==> config.mk <==
export PLATFORM = sky130hd
export DESIGN_NAME = vgc_register_bank
export DESIGN_NICKNAME = d
export VERILOG_FILES = /design/src/core/vgc_pkg.sv /design/src/core/vgc_register_bank.sv /design/src/core/vgc_serial_port.sv /design/src/core/vgc_gain_path.sv
export SDC_FILE = /design/constraint.sdc
export NUM_CORES = 1
export LEC_CHECK = 0
export BUFFER_PORTS_ARGS = -buffer_cell sky130_fd_sc_hd__buf_2
export CAP_MARGIN = 20
export CORE_AREA = 5 5 162 164
export DETAILED_ROUTE_END_ITERATION = 8
export DIE_AREA = 0 0 167 169
export MAX_ROUTING_LAYER = met4
export PLACE_DENSITY_LB_ADDON = 0.25
export SLEW_MARGIN = 40
export SYNTH_ARGS = -nofsm -noshare
export SYNTH_HDL_FRONTEND = slang
export SYNTH_SLANG_ARGS = --single-unit
==> constraint.sdc <==
create_clock -name clk -period 6.85 [get_ports clk]
set_input_delay 1.37 -clock clk [delete_from_list [all_inputs] [get_ports clk]]
set_output_delay 1.37 -clock clk [all_outputs]
set_load 0.03 [all_outputs]
==> src/core/vgc_pkg.sv <==
/*
  constants, types and helpers of the gain-control register bank.
  assumes: included in compile order ahead of every vgc_ module.
*/
package vgc_pkg;

  // ****************************************************************
  // serial frame layout
  // ****************************************************************
  localparam logic [5:0] FRAME_LEN = 6'h28;
  localparam logic [5:0] COUNT_TOP = 6'h3f;
  localparam int DATA_LSB = 10;
  localparam int ADDR_LSB = 3;
  localparam logic [2:0] CHIP_ADDR = 3'h4;

  // ****************************************************************
  // register offsets
  // ****************************************************************
  localparam logic [6:0] REG_CONTROL = 7'h00;
  localparam logic [6:0] REG_ENABLE = 7'h01;
  localparam logic [6:0] REG_FUNCTION = 7'h02;
  localparam logic [6:0] REG_GAIN = 7'h03;
  localparam logic [6:0] REG_CORR_FIRST = 7'h04;
  localparam logic [6:0] REG_CORR_LAST = 7'h0a;
  localparam int CORR_REGS = 7;

  // ****************************************************************
  // field positions and reset values
  // ****************************************************************
  localparam int EN_OSC = 0;
  localparam int EN_MIXER = 1;
  localparam int EN_DRIVER = 2;
  localparam int EN_CONVERTER = 3;
  localparam int EN_BIAS = 4;
  localparam logic [4:0] ENABLE_RESET = 5'h1f;
  localparam int FN_SKIP = 4;
  localparam int FN_BOOST = 7;
  localparam int FN_MULT0 = 8;
  localparam int FN_MULT1 = 10;
  localparam int FN_MULT2 = 12;
  localparam int FN_MULT3 = 14;
  localparam logic [1:0] MULT_RESET = 2'h0;
  localparam logic [10:0] GAIN_RESET = 11'h000;
  localparam logic [15:0] CORR_RESET = 16'h0000;
  localparam logic [29:0] SOFT_ARM = 30'h0000_0080;
  localparam logic [29:0] SOFT_FIRE = 30'h0000_0000;

  // ****************************************************************
  // base table: round(2047 * 10^(-line/40)), lines 0 to 63
  // ****************************************************************
  localparam logic [10:0] BASE_TABLE [64] = '{
    11'h7ff, 11'h78c, 11'h720, 11'h6ba, 11'h65a, 11'h5ff, 11'h5a9, 11'h558,
    11'h50c, 11'h4c3, 11'h47f, 11'h43f, 11'h402, 11'h3c9, 11'h392, 11'h35f,
    11'h32f, 11'h301, 11'h2d6, 11'h2ae, 11'h287, 11'h263, 11'h241, 11'h221,
    11'h202, 11'h1e5, 11'h1ca, 11'h1b1, 11'h198, 11'h182, 11'h16c, 11'h158,
    11'h144, 11'h132, 11'h121, 11'h111, 11'h102, 11'h0f3, 11'h0e6, 11'h0d9,
    11'h0cd, 11'h0c1, 11'h0b6, 11'h0ac, 11'h0a3, 11'h09a, 11'h091, 11'h089,
    11'h081, 11'h07a, 11'h073, 11'h06d, 11'h067, 11'h061, 11'h05b, 11'h056,
    11'h051, 11'h04d, 11'h049, 11'h045, 11'h041, 11'h03d, 11'h03a, 11'h036
  };

  typedef enum {vgc_idle, vgc_shift} vgc_ser_state_type;

  // ****************************************************************
  // helpers
  // ****************************************************************
  function automatic logic [2:0] mult_factor(input logic [1:0] code);
    mult_factor = {1'b0, code} + 3'h1;
  endfunction

  function automatic logic [3:0] nibble_of(input logic [15:0] word,
                                           input logic [1:0] pos);
    nibble_of = word[{pos, 2'b00} +: 4];
  endfunction

endpackage

==> src/core/vgc_register_bank.sv <==
/*
  gain-control register bank behind the four-wire serial port, with
  the converter word selection for the variable-gain amplifier.
  assumes: all pins synchronous to clk; host drives frames of 40 bits.
*/
// What this block does
// RQ1: enable bits for oscillator, mixer, driver reset one
// RQ2: enable bit 3 drives converter, resets one
// RQ3: enable bit 4 drives bias, resets one
// RQ4: function bit 4 bypasses table, resets zero
// RQ5: function bit 7 boosts oscillator buffer bias
// RQ6: bits 9:8 multiply lines 0 to 15
// RQ7: bits 11:10 multiply lines 16 to 31
// RQ8: bits 13:12 multiply lines 32 to 47
// RQ9: top two low bits multiply lines 48 to 63
// RQ10: 11-bit direct word acts only when bypassing
// RQ11: direct all ones max gain, 36h minimum
// RQ12: host computes direct word from gain in dB
// RQ13: four signed nibbles per correction register
// RQ14: line n is n half dB, registers from 04h
// RQ15: correction scaled by quadrant multiplier before use
// RQ16: every correction nibble resets to zero
// RQ17: converter off also turns amplifier off
// RQ18: bias off removes references except mixers
// RQ19: power-up, reset pin or 80h-00h sequence resets
// RQ20: frame: 30 data, 7 address, chip 100
// RQ21: table mode adds scaled correction to base
// RQ22: last multiplier at 15:14, reserved reads zero
`timescale 1ns/10ps
module vgc_register_bank (
  // clock and reset
  input wire logic clk,
  input wire logic rst_n,
  input wire logic reset_pin_low,
  // serial port
  input wire logic serial_select_low,
  input wire logic serial_clk,
  input wire logic serial_in,
  output logic serial_out,
  output logic serial_out_en,
  // attenuation line from the parallel gain control
  input wire logic [5:0] attenuation_line,
  // analog section controls
  output logic osc_path_on,
  output logic mixer_bias_on,
  output logic output_driver_on,
  output logic gain_converter_on,
  output logic vga_on,
  output logic reference_bias_on,
  output logic section_refs_on,
  output logic osc_buffer_boost,
  output logic table_skip,
  // gain converter
  output logic [10:0] dac_word
);
  import vgc_pkg::*;

  // ****************************************************************
  // state
  // ****************************************************************
  logic [29:0] control_word;
  logic [4:0] block_enable_control;
  logic skip_bit;
  logic boost_bit;
  logic [1:0] mult_code [4];
  logic [10:0] direct_gain_word;
  logic [15:0] correction [CORR_REGS];
  logic soft_armed;
  logic port_driven;
  logic [10:0] next_dac_word;

  // ****************************************************************
  // serial frame engine
  // ****************************************************************
  logic frame_done;
  logic [39:0] rx_word;
  logic [39:0] tx_word;
  logic port_out;

  vgc_serial_port u_port (
    .clk(clk),
    .rst_n(rst_n),
    .select_low(serial_select_low),
    .serial_clk(serial_clk),
    .serial_in(serial_in),
    .serial_out(port_out),
    .tx_word(tx_word),
    .frame_begin(),
    .frame_done(frame_done),
    .rx_word(rx_word)
  );

  // ****************************************************************
  // frame decode
  // ****************************************************************
  wire [29:0] wr_data = rx_word[39:DATA_LSB]; // see RQ20
  wire [6:0] wr_addr = rx_word[DATA_LSB-1:ADDR_LSB]; // see RQ20
  wire [2:0] wr_chip = rx_word[ADDR_LSB-1:0];
  // frames for another chip address are ignored whole
  wire wr_valid = frame_done && (wr_chip == CHIP_ADDR); // see RQ20
  wire wr_control = wr_valid && (wr_addr == REG_CONTROL);
  wire wr_enable = wr_valid && (wr_addr == REG_ENABLE);
  wire wr_function = wr_valid && (wr_addr == REG_FUNCTION);
  wire wr_gain = wr_valid && (wr_addr == REG_GAIN);
  wire wr_corr = wr_valid && (wr_addr >= REG_CORR_FIRST)
                 && (wr_addr <= REG_CORR_LAST); // see RQ14
  wire [2:0] wr_corr_idx = 3'(wr_addr - REG_CORR_FIRST);

  // ****************************************************************
  // reset sources
  // ****************************************************************
  // the second write completes the sequence; any other accepted frame in
  // between, except another 80h control write, disarms it, so a stray 00h write never clears the bank
  wire soft_fire = wr_control && soft_armed
                   && (wr_data == SOFT_FIRE); // see RQ19
  wire bank_clear = !rst_n || !reset_pin_low || soft_fire; // see RQ19

  always_ff @(posedge clk) begin
    if (bank_clear) begin
      soft_armed <= 1'b0;
    end else if (wr_valid) begin
      soft_armed <= wr_control && (wr_data == SOFT_ARM); // see RQ19
    end
  end

  // ****************************************************************
  // control register: read pointer and soft reset word
  // ****************************************************************
  always_ff @(posedge clk) begin
    if (bank_clear) begin
      control_word <= SOFT_FIRE;
    end else if (wr_control) begin
      control_word <= wr_data;
    end
  end

  // ****************************************************************
  // enable register
  // ****************************************************************
  always_ff @(posedge clk) begin
    if (bank_clear) begin
      block_enable_control <= ENABLE_RESET; // see RQ1 see RQ2 see RQ3
    end else if (wr_enable) begin
      block_enable_control <= wr_data[4:0]; // see RQ1 see RQ2 see RQ3
    end
  end

  // ****************************************************************
  // function register
  // ****************************************************************
  always_ff @(posedge clk) begin
    if (bank_clear) begin
      skip_bit <= 1'b0; // see RQ4
      boost_bit <= 1'b0; // see RQ5
    end else if (wr_function) begin
      skip_bit <= wr_data[FN_SKIP]; // see RQ4
      boost_bit <= wr_data[FN_BOOST]; // see RQ5
    end
  end

  always_ff @(posedge clk) begin
    if (bank_clear) begin
      mult_code[0] <= MULT_RESET; // see RQ6
      mult_code[1] <= MULT_RESET; // see RQ7
      mult_code[2] <= MULT_RESET; // see RQ8
      mult_code[3] <= MULT_RESET; // see RQ9
    end else if (wr_function) begin
      mult_code[0] <= wr_data[FN_MULT0 +: 2]; // see RQ6
      mult_code[1] <= wr_data[FN_MULT1 +: 2]; // see RQ7
      mult_code[2] <= wr_data[FN_MULT2 +: 2]; // see RQ8
      mult_code[3] <= wr_data[FN_MULT3 +: 2]; // see RQ9 see RQ22
    end
  end

  // ****************************************************************
  // direct gain word
  // ****************************************************************
  always_ff @(posedge clk) begin
    if (bank_clear) begin
      direct_gain_word <= GAIN_RESET;
    end else if (wr_gain) begin
      direct_gain_word <= wr_data[10:0]; // see RQ10
    end
  end

  // ****************************************************************
  // correction registers
  // ****************************************************************
  always_ff @(posedge clk) begin
    if (bank_clear) begin
      for (int i = 0; i < CORR_REGS; i++) begin
        correction[i] <= CORR_RESET; // see RQ16
      end
    end else if (wr_corr) begin
      correction[wr_corr_idx] <= wr_data[15:0]; // see RQ13
    end
  end

  // ****************************************************************
  // readback
  // ****************************************************************
  wire [6:0] rd_addr = control_word[6:0];
  wire rd_corr = (rd_addr >= REG_CORR_FIRST) && (rd_addr <= REG_CORR_LAST);
  wire [2:0] rd_corr_idx = 3'(rd_addr - REG_CORR_FIRST);
  // reserved function bits are not stored and read as zero
  wire [29:0] rd_function = {14'h0000, mult_code[3], mult_code[2],
                             mult_code[1], mult_code[0], boost_bit,
                             2'h0, skip_bit, 4'h0}; // see RQ22
  wire [29:0] rd_data =
    (rd_addr == REG_CONTROL) ? control_word :
    (rd_addr == REG_ENABLE) ? {25'h000_0000, block_enable_control} :
    (rd_addr == REG_FUNCTION) ? rd_function :
    (rd_addr == REG_GAIN) ? {19'h0_0000, direct_gain_word} :
    rd_corr ? {14'h0000, correction[rd_corr_idx]} :
    30'h0000_0000;
  // echo the queried address and the fixed chip address behind data
  assign tx_word = {rd_data, rd_addr, CHIP_ADDR};

  // ****************************************************************
  // serial output pin
  // ****************************************************************
  // released after every reset source, driven from the next accepted frame on
  always_ff @(posedge clk) begin
    if (bank_clear) begin
      port_driven <= 1'b0;
    end else if (wr_valid) begin
      port_driven <= 1'b1;
    end
  end

  assign serial_out = port_out;
  assign serial_out_en = port_driven;

  // ****************************************************************
  // section controls
  // ****************************************************************
  assign osc_path_on = block_enable_control[EN_OSC]; // see RQ1
  assign mixer_bias_on = block_enable_control[EN_MIXER]; // see RQ1
  assign output_driver_on = block_enable_control[EN_DRIVER]; // see RQ1
  assign gain_converter_on = block_enable_control[EN_CONVERTER]; // see RQ2
  assign vga_on = block_enable_control[EN_CONVERTER]; // see RQ17
  assign reference_bias_on = block_enable_control[EN_BIAS]; // see RQ3
  // mixers bias externally, so they keep working with bias off
  assign section_refs_on = block_enable_control[EN_BIAS]; // see RQ18
  assign osc_buffer_boost = boost_bit; // see RQ5
  assign table_skip = skip_bit; // see RQ4

  // ****************************************************************
  // converter word
  // ****************************************************************
  // corrections above line 27 live outside this bank and count as zero
  wire line_here = attenuation_line[5:2] < 4'(CORR_REGS); // see RQ14
  wire [15:0] line_reg = line_here ? correction[attenuation_line[4:2]]
                                   : CORR_RESET;
  wire [3:0] line_nibble = nibble_of(line_reg,
                                     attenuation_line[1:0]); // see RQ13
  wire [1:0] line_mult = mult_code[attenuation_line[5:4]]; // see RQ15
  logic [10:0] table_word;

  vgc_gain_path u_gain (
    .line(attenuation_line),
    .correction(line_nibble),
    .mult_code(line_mult),
    .word(table_word)
  );

  // the direct word needs the bypass bit; all ones gives most gain
  assign next_dac_word = skip_bit ? direct_gain_word
                                  : table_word; // see RQ10 see RQ11

  always_ff @(posedge clk) begin
    if (bank_clear) begin
      dac_word <= BASE_TABLE[0];
    end else begin
      dac_word <= next_dac_word; // see RQ4 see RQ21
    end
  end

endmodule

==> src/core/vgc_serial_port.sv <==
/*
  four-wire serial frame engine: shifts 40 bits in, 40 bits out.
  assumes: serial pins are synchronous to clk and the serial clock is
  at most a quarter of clk, so each level lasts two samples.
*/
`timescale 1ns/10ps
module vgc_serial_port (
  // clock and reset
  input wire logic clk,
  input wire logic rst_n,
  // serial pins
  input wire logic select_low,
  input wire logic serial_clk,
  input wire logic serial_in,
  output logic serial_out,
  // frame side
  input wire logic [39:0] tx_word,
  output logic frame_begin,
  output logic frame_done,
  output logic [39:0] rx_word
);
  import vgc_pkg::*;

  vgc_ser_state_type state;
  logic sclk_prev;
  logic sel_prev;
  logic [5:0] count;
  logic [39:0] tx_shift;
  wire sclk_rise = serial_clk & ~sclk_prev;
  wire sel_fall = sel_prev & ~select_low;
  wire sel_rise = ~sel_prev & select_low;

  assign frame_begin = sel_fall;
  // a frame counts only when exactly 40 rising edges were seen
  assign frame_done = (state == vgc_shift) && sel_rise
                      && (count == FRAME_LEN); // see RQ20
  assign serial_out = tx_shift[39];

  always_ff @(posedge clk) begin
    if (!rst_n) begin
      state <= vgc_idle;
      sclk_prev <= 1'b0;
      sel_prev <= 1'b1;
      count <= 6'h00;
      rx_word <= 40'h00_0000_0000;
      tx_shift <= 40'h00_0000_0000;
    end else begin
      sclk_prev <= serial_clk;
      sel_prev <= select_low;
      unique case (state)
        vgc_idle: begin
          if (sel_fall) begin
            state <= vgc_shift;
            count <= 6'h00;
            tx_shift <= tx_word;
          end
        end
        vgc_shift: begin
          if (sel_rise) begin
            state <= vgc_idle;
          end else if (sclk_rise) begin
            rx_word <= {rx_word[38:0], serial_in}; // see RQ20
            tx_shift <= {tx_shift[38:0], 1'b0};
            if (count != COUNT_TOP) begin
              count <= count + 6'h01;
            end
          end
        end
      endcase
    end
  end

endmodule

==> src/core/vgc_gain_path.sv <==
/*
  corrected table word: base word plus scaled signed correction.
  assumes: purely combinational; the caller registers the result.
*/
`timescale 1ns/10ps
module vgc_gain_path (
  // selection
  input wire logic [5:0] line,
  input wire logic [3:0] correction,
  input wire logic [1:0] mult_code,
  // result
  output logic [10:0] word
);
  import vgc_pkg::*;

  logic signed [7:0] scaled;
  logic signed [12:0] sum;
  wire [2:0] factor = mult_factor(mult_code); // see RQ6

  // correction times its quadrant multiplier
  assign scaled = 8'($signed(correction) * $signed({1'b0, factor})); // see RQ15
  assign sum = $signed({2'b00, BASE_TABLE[line]}) + 13'(scaled); // see RQ21
  // clamp, so a large correction cannot wrap the converter word
  assign word = sum[12] ? 11'h000 :
                (sum[11] ? 11'h7ff : sum[10:0]);

endmodule

# [Yosys cells after proc, flatten, opt, wreduce, memory -nomap -nowiden]
# Memory sizes are Yosys's and may differ from the RTL's.
# Cells that the tools add are included.
[totals] regBits=181 mem_bits_rw=120 mem_bits_ro=704 in_bits=12 wordCells=123 n_memories=3
[memory_table] name="(name not given)" words=64 width=11 rd=1 rd_ports_with_merged_regs=0 write_ports=0 line="vgc_gain_path.sv:22" text="assign sum = $signed({2'b00, BASE_TABLE[line]}) + 13'(scaled);"
[memory_table] name="correction" words=7 width=16 rd=2 rd_ports_with_merged_regs=0 write_ports=7 line="vgc_register_bank.sv:67" text="logic [15:0] correction [CORR_REGS];"
[memory_table] name="mult_code" words=4 width=2 rd=5 rd_ports_with_merged_regs=0 write_ports=4 line="vgc_register_bank.sv:65" text="logic [1:0] mult_code [4];"
[classes] n_addsub=5 multipliers=1 order_cmp=6 eq_ne=17 n_shift=1 muxes=38 bitwise=12 n_reduce_logical=26
[op_table] cell="two-way mux 40 bit" n=3
[op_table] cell="two-way mux 16 bit" n=6
[op_table] cell="one-hot mux 40 bit (2 select lines)" n=1
[op_table] cell="two-way mux 32 bit" n=2
[op_table] cell="one-hot mux 32 bit (2 select lines)" n=1
[op_table] cell="two-way mux 11 bit" n=5
[op_table] cell="== test 32 x 1 -> 1 bit (second input constant)" n=1
[op_table] cell="== test 32 x 2 -> 1 bit (second input constant)" n=1
[op_table] cell="zero test 32 bit" n=1
[op_table] cell="== test 30 x 8 -> 1 bit (second input constant)" n=1
[op_table] cell="zero test 30 bit" n=1
[op_table] cell="two-way mux 30 bit" n=1
[op_table] cell="== test 7 x 2 -> 1 bit (second input constant)" n=4
[op_table] cell="two-way mux 6 bit" n=4
[op_table] cell="OR reduction 16 bit" n=1
[op_table] cell="variable part select 16 x 5 -> 4 bit" n=1
[op_table] cell="== test 7 x 1 -> 1 bit (second input constant)" n=2
[op_table] cell="greater-or-equal comparator 7 x 3 -> 1 bit (second input constant)" n=2
[op_table] cell="<= comparator 7 x 4 -> 1 bit (second input constant)" n=2
[op_table] cell="zero test 7 bit" n=2
[op_table] cell="adder 12 x 8 -> 13 bit" n=1
[op_table] cell="logical AND 1 bit" n=13
[op_table] cell="one-hot mux 6 bit (2 select lines)" n=1
[op_table] cell="two-way mux 1 bit" n=9
[op_table] cell="other kinds (22)" n=40

# [Depth between registers and ports, before layout]
# Gate-level depths: netlist (run 1).
[logic_depth] ltp_word=13 mapped_depth=22

# [Cells and area by module]
# Synthesis (run 1) repeated with hierarchy kept, for this count alone.
[hier_totals] hier_cells=1598 area_unflattened_um2=16410.7
[by_module_without_submodules] module="vgc_register_bank" n_inst=1 cells_per_inst=896 area_each_um2=10635.2 seq_area_each_um2=5144.9
[by_module_without_submodules] module="vgc_serial_port" n_inst=1 cells_per_inst=411 area_each_um2=3641.0 seq_area_each_um2=1781.7
[by_module_without_submodules] module="vgc_gain_path" n_inst=1 cells_per_inst=291 area_each_um2=2134.5 seq_area_each_um2=0.0

# [Least setup slack after synthesis (run 1)]
# Ideal clock, no wire load.
[synth_path] path_kind="input-to-reg" startpoint="input port attenuation_line[2]" endpoint="register dac_word[5]" setup_ns=0.141 t_arrival_ns=6.226 path_slack_ns=0.482 path_stages=21 path_buffers=4 path_cell_list="buf_4 > buf_2 > buf_2 > mux4_2 > mux2i_1 > o22ai_1 > a21oi_1 > nor2_1 > ha_1 > fa_1 > inv_1 > fa_1 > inv_1 > ha_1 > o211ai_1 > o21ai_0 > o22ai_1 > a21oi_1 > mux2i_1 > clkbuf_1 > o211ai_1"
[synth_between] elab_chain_cells=8 word_cells_on_any_way=13
[synth_lines] item="start, declared" line="vgc_register_bank.sv:42" text="input wire logic [5:0] attenuation_line,"
[synth_lines] item="less-than comparator 4 x 3 -> 1 bit (tied with other cells)" line="vgc_register_bank.sv:252" text="wire line_here = attenuation_line[5:2] < 4'(CORR_REGS);"
[synth_lines] item="two-way mux 16 bit or memory (64 x 11 bit) (tied branches)"
[synth_lines] item="variable part select 16 x 5 -> 4 bit or two-way mux 11 bit (tied branches)" line="vgc_pkg.sv:73, vgc_gain_path.sv:22"
[synth_lines] item="multiplier 4 x 4 -> 8 bit or two-way mux 11 bit (tied branches)" line="vgc_gain_path.sv:21, vgc_gain_path.sv:22"
[synth_lines] item="adder 12 x 8 -> 13 bit (*)" line="vgc_gain_path.sv:22"
[synth_lines] item="two-way mux 11 bit" line="vgc_gain_path.sv:25" text="(sum[11] ? 11'h7ff : sum[10:0]);"
[synth_lines] item="two-way mux 11 bit (*)" line="vgc_gain_path.sv:24" text="assign word = sum[12] ? 11'h000 :"
[synth_lines] item="two-way mux 11 bit (*)" line="vgc_register_bank.sv:268" text="assign next_dac_word = skip_bit ? direct_gain_word"
[synth_lines] item="end signal, assigned" line="vgc_register_bank.sv:273" text="dac_word <= BASE_TABLE[0];"
[synth_lines] item="end signal, assigned" line="vgc_register_bank.sv:275" text="dac_word <= next_dac_word;"
[synth_lines] item="end, declared" line="vgc_register_bank.sv:54" text="output logic [10:0] dac_word"
# Every way passes the cells marked *; elsewhere a longest branch is shown, timed or not. The select of a mux whose other input is x is not followed.
# A chain may end at the register's enable or synchronous reset.

# [Worst setup path after layout (run 1)]
[layout_path] startpoint="input port attenuation_line[2]" endpoint="register dac_word[2]"
# The elaborated chain is that of the path after synthesis.

==> results of run 1 <==
[final cells by class]
class                      instances  area, sq um  area share (%)
clock inverter                     6         70.1           0.422
sequential                       284         6890            41.5
inverter                          32          120           0.723
tap                              330          413            2.48
antenna                            2         5.00          0.0301
timing repair buffer              65          405            2.44
multi-input combinational       1141         7850            47.2
clock buffer                      46          871            5.24
[synth_stat cells, drive strengths merged, types with 6 or more instances]
| master | instances | share of area (%) |
|---|---|---|
| fa | 14 | 1.8 |
| o211a | 9 | 0.59 |
| or3 | 6 | 0.25 |
| or2 | 8 | 0.33 |
| inv | 31 | 0.76 |
| ha | 32 | 2.6 |
| o211ai | 18 | 0.88 |
| a221oi | 13 | 0.75 |
| o21ai | 94 | 3.1 |
| nor3b | 8 | 0.47 |
| a21o | 6 | 0.29 |
| buf | 29 | 1.1 |
| dfxtp | 164 | 21 |
| nand2b | 14 | 0.57 |
| edfxtp | 120 | 24 |
| and3 | 11 | 0.45 |
| a31oi | 13 | 0.53 |
| clkbuf | 101 | 2.5 |
| nor2b | 24 | 0.98 |
| mux2i | 34 | 2.2 |
| nand4 | 6 | 0.25 |
| nand2 | 303 | 7.4 |
| nand3 | 12 | 0.39 |
| a21oi | 117 | 3.8 |
| nor4 | 12 | 0.63 |
| or4 | 6 | 0.34 |
| a21boi | 42 | 2.1 |
| and2 | 103 | 4.2 |
| nor3 | 9 | 0.33 |
| nor2 | 78 | 1.9 |
| mux2 | 13 | 0.96 |
| a211oi | 9 | 0.44 |
| mux4 | 63 | 9.3 |
[metrics by stage]
step	hold WS, ns	instances	power [uW]	setup WS (ns)
after floorplan	0.428	1587	2210	0.482
after detailed placement	0.444	1852	2340	0.119
after global placement	0.435	1852	2320	0.240
after global routing	0.462	1904	4010	0.225
final	0.452	1906	3870	0.575
after CTS	0.451	1904	3870	0.645
[worst max path at each step]
stage / slack (ns) / cells past startpoint / start / end
3_5_place_dp: 0.12 / 20 / attenuation_line[2] / dac_word[10]$_SDFF_PP1_
4_1_cts: 0.65 / 20 / attenuation_line[2] / dac_word[10]$_SDFF_PP1_
3_3_place_gp: 0.24 / 20 / attenuation_line[2] / dac_word[3]$_SDFF_PP1_
2_1_floorplan: 0.48 / 21 / attenuation_line[2] / dac_word[5]$_SDFF_PP1_
6_report: 0.57 / 20 / attenuation_line[2] / dac_word[2]$_SDFF_PP1_
5_1_grt: 0.23 / 20 / attenuation_line[2] / dac_word[6]$_SDFF_PP1_
[state kept, by name (all words and copies together), names as in the netlist]
name,flops
correction,128
u_port.rx_word,40
u_port.tx_shift,38
control_word,30
dac_word,11
direct_gain_word,11
mult_code,8
u_port.count,6
block_enable_control,5
osc_buffer_boost,1
serial_out_en,1
soft_armed,1
table_skip,1
u_port.sclk_prev,1
u_port.sel_prev,1
u_port.state,1
[metal layers]
layer	GRT usage [%]	up-vias	wire length, microns
li1	-	5517	-
met1	39.1	5834	16100
met2	48.3	628	19600
met3	4.69	94	3970
met4	9.28	0	1320
met5	-	-	0
[where the power goes]
group,internal [uW],leakage [uW],switching (uW)
sequential,1820,0.00262,32.6
combinational,174,0.00301,279
clock,907,0.000464,650
[cell families (layout without fill, tap and decap cells)]
kind of cell / count (synthesis) / count (layout) / synth area share [%]
other: 1 / 18 / 0.0245
adders and majority gates: 46 / 46 / 4.45
muxes: 110 / 110 / 12.5
DFF: 284 / 284 / 45.1
buffers and inverters: 162 / 149 / 4.33
AOI/OAI and AO/OA: 352 / 352 / 14.1
xor gates and xnor gates: 10 / 10 / 0.573
and+or+nand+nor: 607 / 607 / 18.9
[critical path: stages]
cell      delay [ns]
buf_2           0.37
mux4_2          0.57
nor2b_1         0.16
a211oi_1        0.28
a31oi_1         0.09
a21oi_1         0.42
nor2_1          0.12
ha_1            0.32
fa_1            0.54
inv_1           0.06
fa_1            0.52
inv_1           0.04
ha_1            0.36
o211ai_1        0.10
o21ai_0         0.45
o22ai_1         0.17
a21oi_1         0.18
mux2i_1         0.21
buf_4           0.19
o211ai_1        0.11
==> results.json, run 1 <==
{
  "cts_hold_buf": 0,
  "hold_violations": 0,
  "synthCells": 1572,
  "postCtsSetupRepairBufs": 0,
  "cp.required_ns": 7.24,
  "clk_latency_ns": 0.56,
  "max-cap-violations": 0,
  "dieArea_sq_mm": 0.0282,
  "crit_fanout": 13,
  "cts.sinks": 284,
  "cts_tree": "built",
  "p_per_area_mw_per_mm2": 233,
  "syn_to_final_growth_pct": 8.76,
  "hold_depth": 2,
  "grt_pass1_wl_mm": 65.7,
  "initial_core_util_pct": 61.8,
  "power.leakage_uw": 0.00609,
  "cts.repair.resized": 0,
  "fmaxAchievable_mhz": 159,
  "antenna_found_initial": 0,
  "grtUsageTotal_pct": 29.8,
  "rows": 58,
  "status": "finished, final reports clean",
  "finalSetupViolCount": 0,
  "post-route-period-util_pct": 91.6,
  "die_w_microns": 167,
  "min_to": "serial_out_en$_SDFFE_PP0P_",
  "synth_cell_types": 66,
  "worstReg2RegEnd": "dac_word[2]$_SDFF_PP1_",
  "skew_ns": 0.0107,
  "syn_avg_cell_area_sq_um": 9.72,
  "gp_congestion": 0.937,
  "start_kind": "input port",
  "placed_cell_area_sq_mm": 0.0157,
  "routed_wl_mm": 41.0,
  "num-fill-cells": 1891,
  "timing.rr.start": "correction[3][7]$_SDFFCE_PN0P_",
  "cp.arrival_ns": 6.67,
  "drc": 0,
  "setup.worst_path.end_class": "flip-flop",
  "boundaryPins": 34,
  "num_vias": 12100,
  "synth-main-ff-cell": "dfxtp_1",
  "wl_per_cell_microns": 21.5,
  "io_buffers": 33,
  "drive_gt1_share_pct": 13.7,
  "cts_root_buffer": "clkbuf_16",
  "critPathKind": "in -> reg",
  "async_reset_ff_share_pct": 0,
  "slew_headroom_pct": 41.1,
  "initialDrtViolationCount": 1423,
  "clockBufferDepth": 3,
  "grt_pass1_vias": 11700,
  "hold_path_class": "reg -> reg",
  "gr-total-overflow": 0,
  "drv_slew": 0,
  "place_hpwl_mm": 26.7,
  "design_area_sq_mm": 0.0166,
  "period_needed_ns": 6.28,
  "ys_warn_count": 0,
  "most-common-layout-cells": "302 x nand2_1, 160 x dfxtp_1, 120 x edfxtp_1",
  "ant_nets": 0,
  "grt_setup_unrepaired": "no",
  "numCtsBuffers": 29,
  "die_height_microns": 169,
  "rrSetupSlack_ns": 1.47,
  "synth_seq_cells": 284,
  "core_region_area_sq_mm": 0.0247,
  "min_from": "serial_out_en$_SDFFE_PP0P_",
  "layout_commonest_cell": "nand2_1",
  "peakVddDrop_mv": 0.183,
  "tightest_slew_ns": 0.883,
  "ys_seq_area_share_pct": 45.1,
  "grt_max_degree": 88,
  "clk_pin_slew_ns": 0.06,
  "finish.utilization_pct": 67.2,
  "final.setup.tns_ns": 0,
  "synth_edf_count": 120,
  "rr_worst_depth": 19,
  "synth_area_sq_mm": 0.0153,
  "nets": 1611,
  "routed_via_density": 6.33,
  "first_pass_iters": 6,
  "htree_levels": 1
}
Note: power is estimated with default switching activity, not from simulation.
==> run 2: changes to the inputs <==
Settings changed: PLACE_DENSITY set to 0.85, PLACE_DENSITY_LB_ADDON 0.25 to not set.
==> run 2 against run 1 <==
  * Utilization down 0.11 points
  * Clock-buffer cell count down 1
  * Largest cell class unchanged
  * Final cell count down 0.10%
  * Hold slack better by 0.0042 ns
  * Non-clock buffer count down 1
  * Worst setup slack better by 0.15 ns
==> results.json, run 2 (synthesis gave the netlist of run 1 again) <==
{
  "post-route-period-util_pct": 89.4,
  "first_pass_iters": 6,
  "die_w_microns": 167,
  "boundaryPins": 34,
  "layout_commonest_cell": "nand2_1",
  "p_per_area_mw_per_mm2": 233,
  "cts_root_buffer": "clkbuf_16",
  "rows": 58,
  "most-common-layout-cells": "302 x nand2_1, 162 x dfxtp_1, 120 x edfxtp_1",
  "cts.repair.resized": 0,
  "grt_max_degree": 87,
  "final.setup.tns_ns": 0,
  "dieArea_sq_mm": 0.0282,
  "critPathTopFamily": "adder cells",
  "cp.arrival_ns": 6.59,
  "syn_to_final_growth_pct": 8.59,
  "drive_gt1_share_pct": 13.6,
  "drv_slew": 0,
  "grt_pass1_wl_mm": 65.4,
  "io_buffers": 33,
  "initialDrtViolationCount": 1746,
  "p_int_uw": 2900,
  "power.switching_uw": 962,
  "numCtsBuffers": 29,
  "clk_pin_slew_ns": 0.06,
  "ant_nets": 0,
  "setup.worst_path.end_class": "flip-flop",
  "nets": 1610,
  "cp_slowest_stage_delay_ns": 0.69,
  "clockBufferDepth": 3,
  "cts_hold_buf": 0,
  "place_hpwl_mm": 26.9,
  "power.leakage_uw": 0.00608,
  "tightest_slew_ns": 0.880,
  "start_kind": "input port",
  "num-fill-cells": 1788,
  "num_vias": 12200,
  "p_seq_share_pct": 48.1,
  "routed_wl_mm": 41.1,
  "htree_levels": 1,
  "drc": 0,
  "die_height_microns": 169,
  "hold_path_class": "reg -> reg",
  "switching_share_pct": 24.9,
  "finalSetupViolCount": 0,
  "skew_ns": 0.0172,
  "crit_buf_inv": 4,
  "crit_slowest_cell": "xnor2_1",
  "gp_congestion": 0.926,
  "max-cap-violations": 0,
  "core_region_area_sq_mm": 0.0247,
  "grt_pass1_vias": 12000,
  "crit_fanout": 14,
  "cp.required_ns": 7.31,
  "hold_violations": 0,
  "gr-total-overflow": 0,
  "pwr-share-comb_pct": 11.8,
  "grt_setup_unrepaired": "no",
  "regMostFlops": "correction",
  "cts.sinks": 284,
  "cts_tree": "built",
  "fmaxAchievable_mhz": 163,
  "antenna_found_initial": 1,
  "finish.utilization_pct": 67.1,
  "clockPowerShare_pct": 40.1,
  "path_cells": "buf_2, buf_4, mux4_2, nor2b_1, a211oi_1, a311oi_1, nor2_1, nor2_1, ha_1, inv_1, fa_1, inv_1, fa_1, ha_1, nor2b_1, o21ai_0, a31oi_1, xnor2_1, nor2_1, o211ai_1",
  "wl_per_cell_microns": 21.6,
  "critPathKind": "in -> reg",
  "clk_latency_ns": 0.55,
  "initial_core_util_pct": 61.8,
  "slew_headroom_pct": 41.3,
  "worst_path_most_repeated_cell": "nor2_1",
  "period_needed_ns": 6.13,
  "postCtsSetupRepairBufs": 0,
  "grtUsageTotal_pct": 29.7,
  "peakVddDrop_mv": 0.280,
  "largest_reg_flops": 128,
  "routed_via_density": 6.41,
  "reg_top3": "correction x128, u_port.rx_word x40, u_port.tx_shift x38",
  "status": "finished, final reports clean"
}
## run 2: cell count changes in the layout (fill, tap and decap cells not counted), sizes merged
cell	change
clkbuf	-1
buf	-1
diode	-1
inv	+1
## run 2: per-layer routing
metal  GRT usage [%]  part of all wire (%)  up-vias
met5               -                     0        -
met4            13.4                   5.4        0
met3            3.92                   9.5      138
met2            47.6                    47      695
met1            38.2                    38     5864
li1                -                     -     5516
## run 2: power by group through the flow
stage | Clock (uW) | Sequential (uW) | Combinational (uW)
2_1_floorplan | 0 | 1900 | 311
5_1_grt | 1630 | 1860 | 495
6_report | 1550 | 1860 | 455
4_1_cts | 1560 | 1860 | 450
3_3_place_gp | 0 | 1890 | 434
3_5_place_dp | 0 | 1890 | 447
## run 2: final timing paths
| path | from | end | slack [ns] | cells past startpoint |
|---|---|---|---|---|
| worst min-delay path | control_word[19]$_SDFFE_PP0P_ | control_word[19]$_SDFFE_PP0P_ | 0.46 | 2 |
| worst max register to register | correction[3][7]$_SDFFCE_PN0P_ | dac_word[5]$_SDFF_PP1_ | 1.63 | 18 |
| worst max-delay path | attenuation_line[2] | dac_word[5]$_SDFF_PP1_ | 0.72 | 20 |
| worst min register to register | control_word[19]$_SDFFE_PP0P_ | control_word[19]$_SDFFE_PP0P_ | 0.46 | 2 |
## run 2: per-stage QoR
step / worst slack [ns] / hold WS, ns / cell area (sq um) / total power, uW / instances
2_1_floorplan: 0.482 / 0.428 / 15300 / 2210 / 1587
3_3_place_gp: 0.340 / 0.437 / 15600 / 2320 / 1851
3_5_place_dp: 0.171 / 0.437 / 15700 / 2340 / 1851
4_1_cts: 0.728 / 0.455 / 16600 / 3860 / 1903
5_1_grt: 0.313 / 0.472 / 16600 / 3990 / 1904
6_report: 0.724 / 0.456 / 16600 / 3860 / 1904
## run 2: area by class of cell
class                      instances  area (sq um)  share of cell area [%]
multi-input combinational       1141          7840                    47.3
sequential                       284          6890                    41.5
clock buffer                      45           866                    5.22
tap                              330           413                    2.49
timing repair buffer              64           398                    2.40
inverter                          32           120                   0.724
clock inverter                     7          65.1                   0.392
antenna                            1          2.50                  0.0151
## run 2: worst min-delay path, stage by stage (launching register included)
cell and delay, ns:
dfxtp_1 0.31, nand2_1 0.05, a21oi_1 0.05
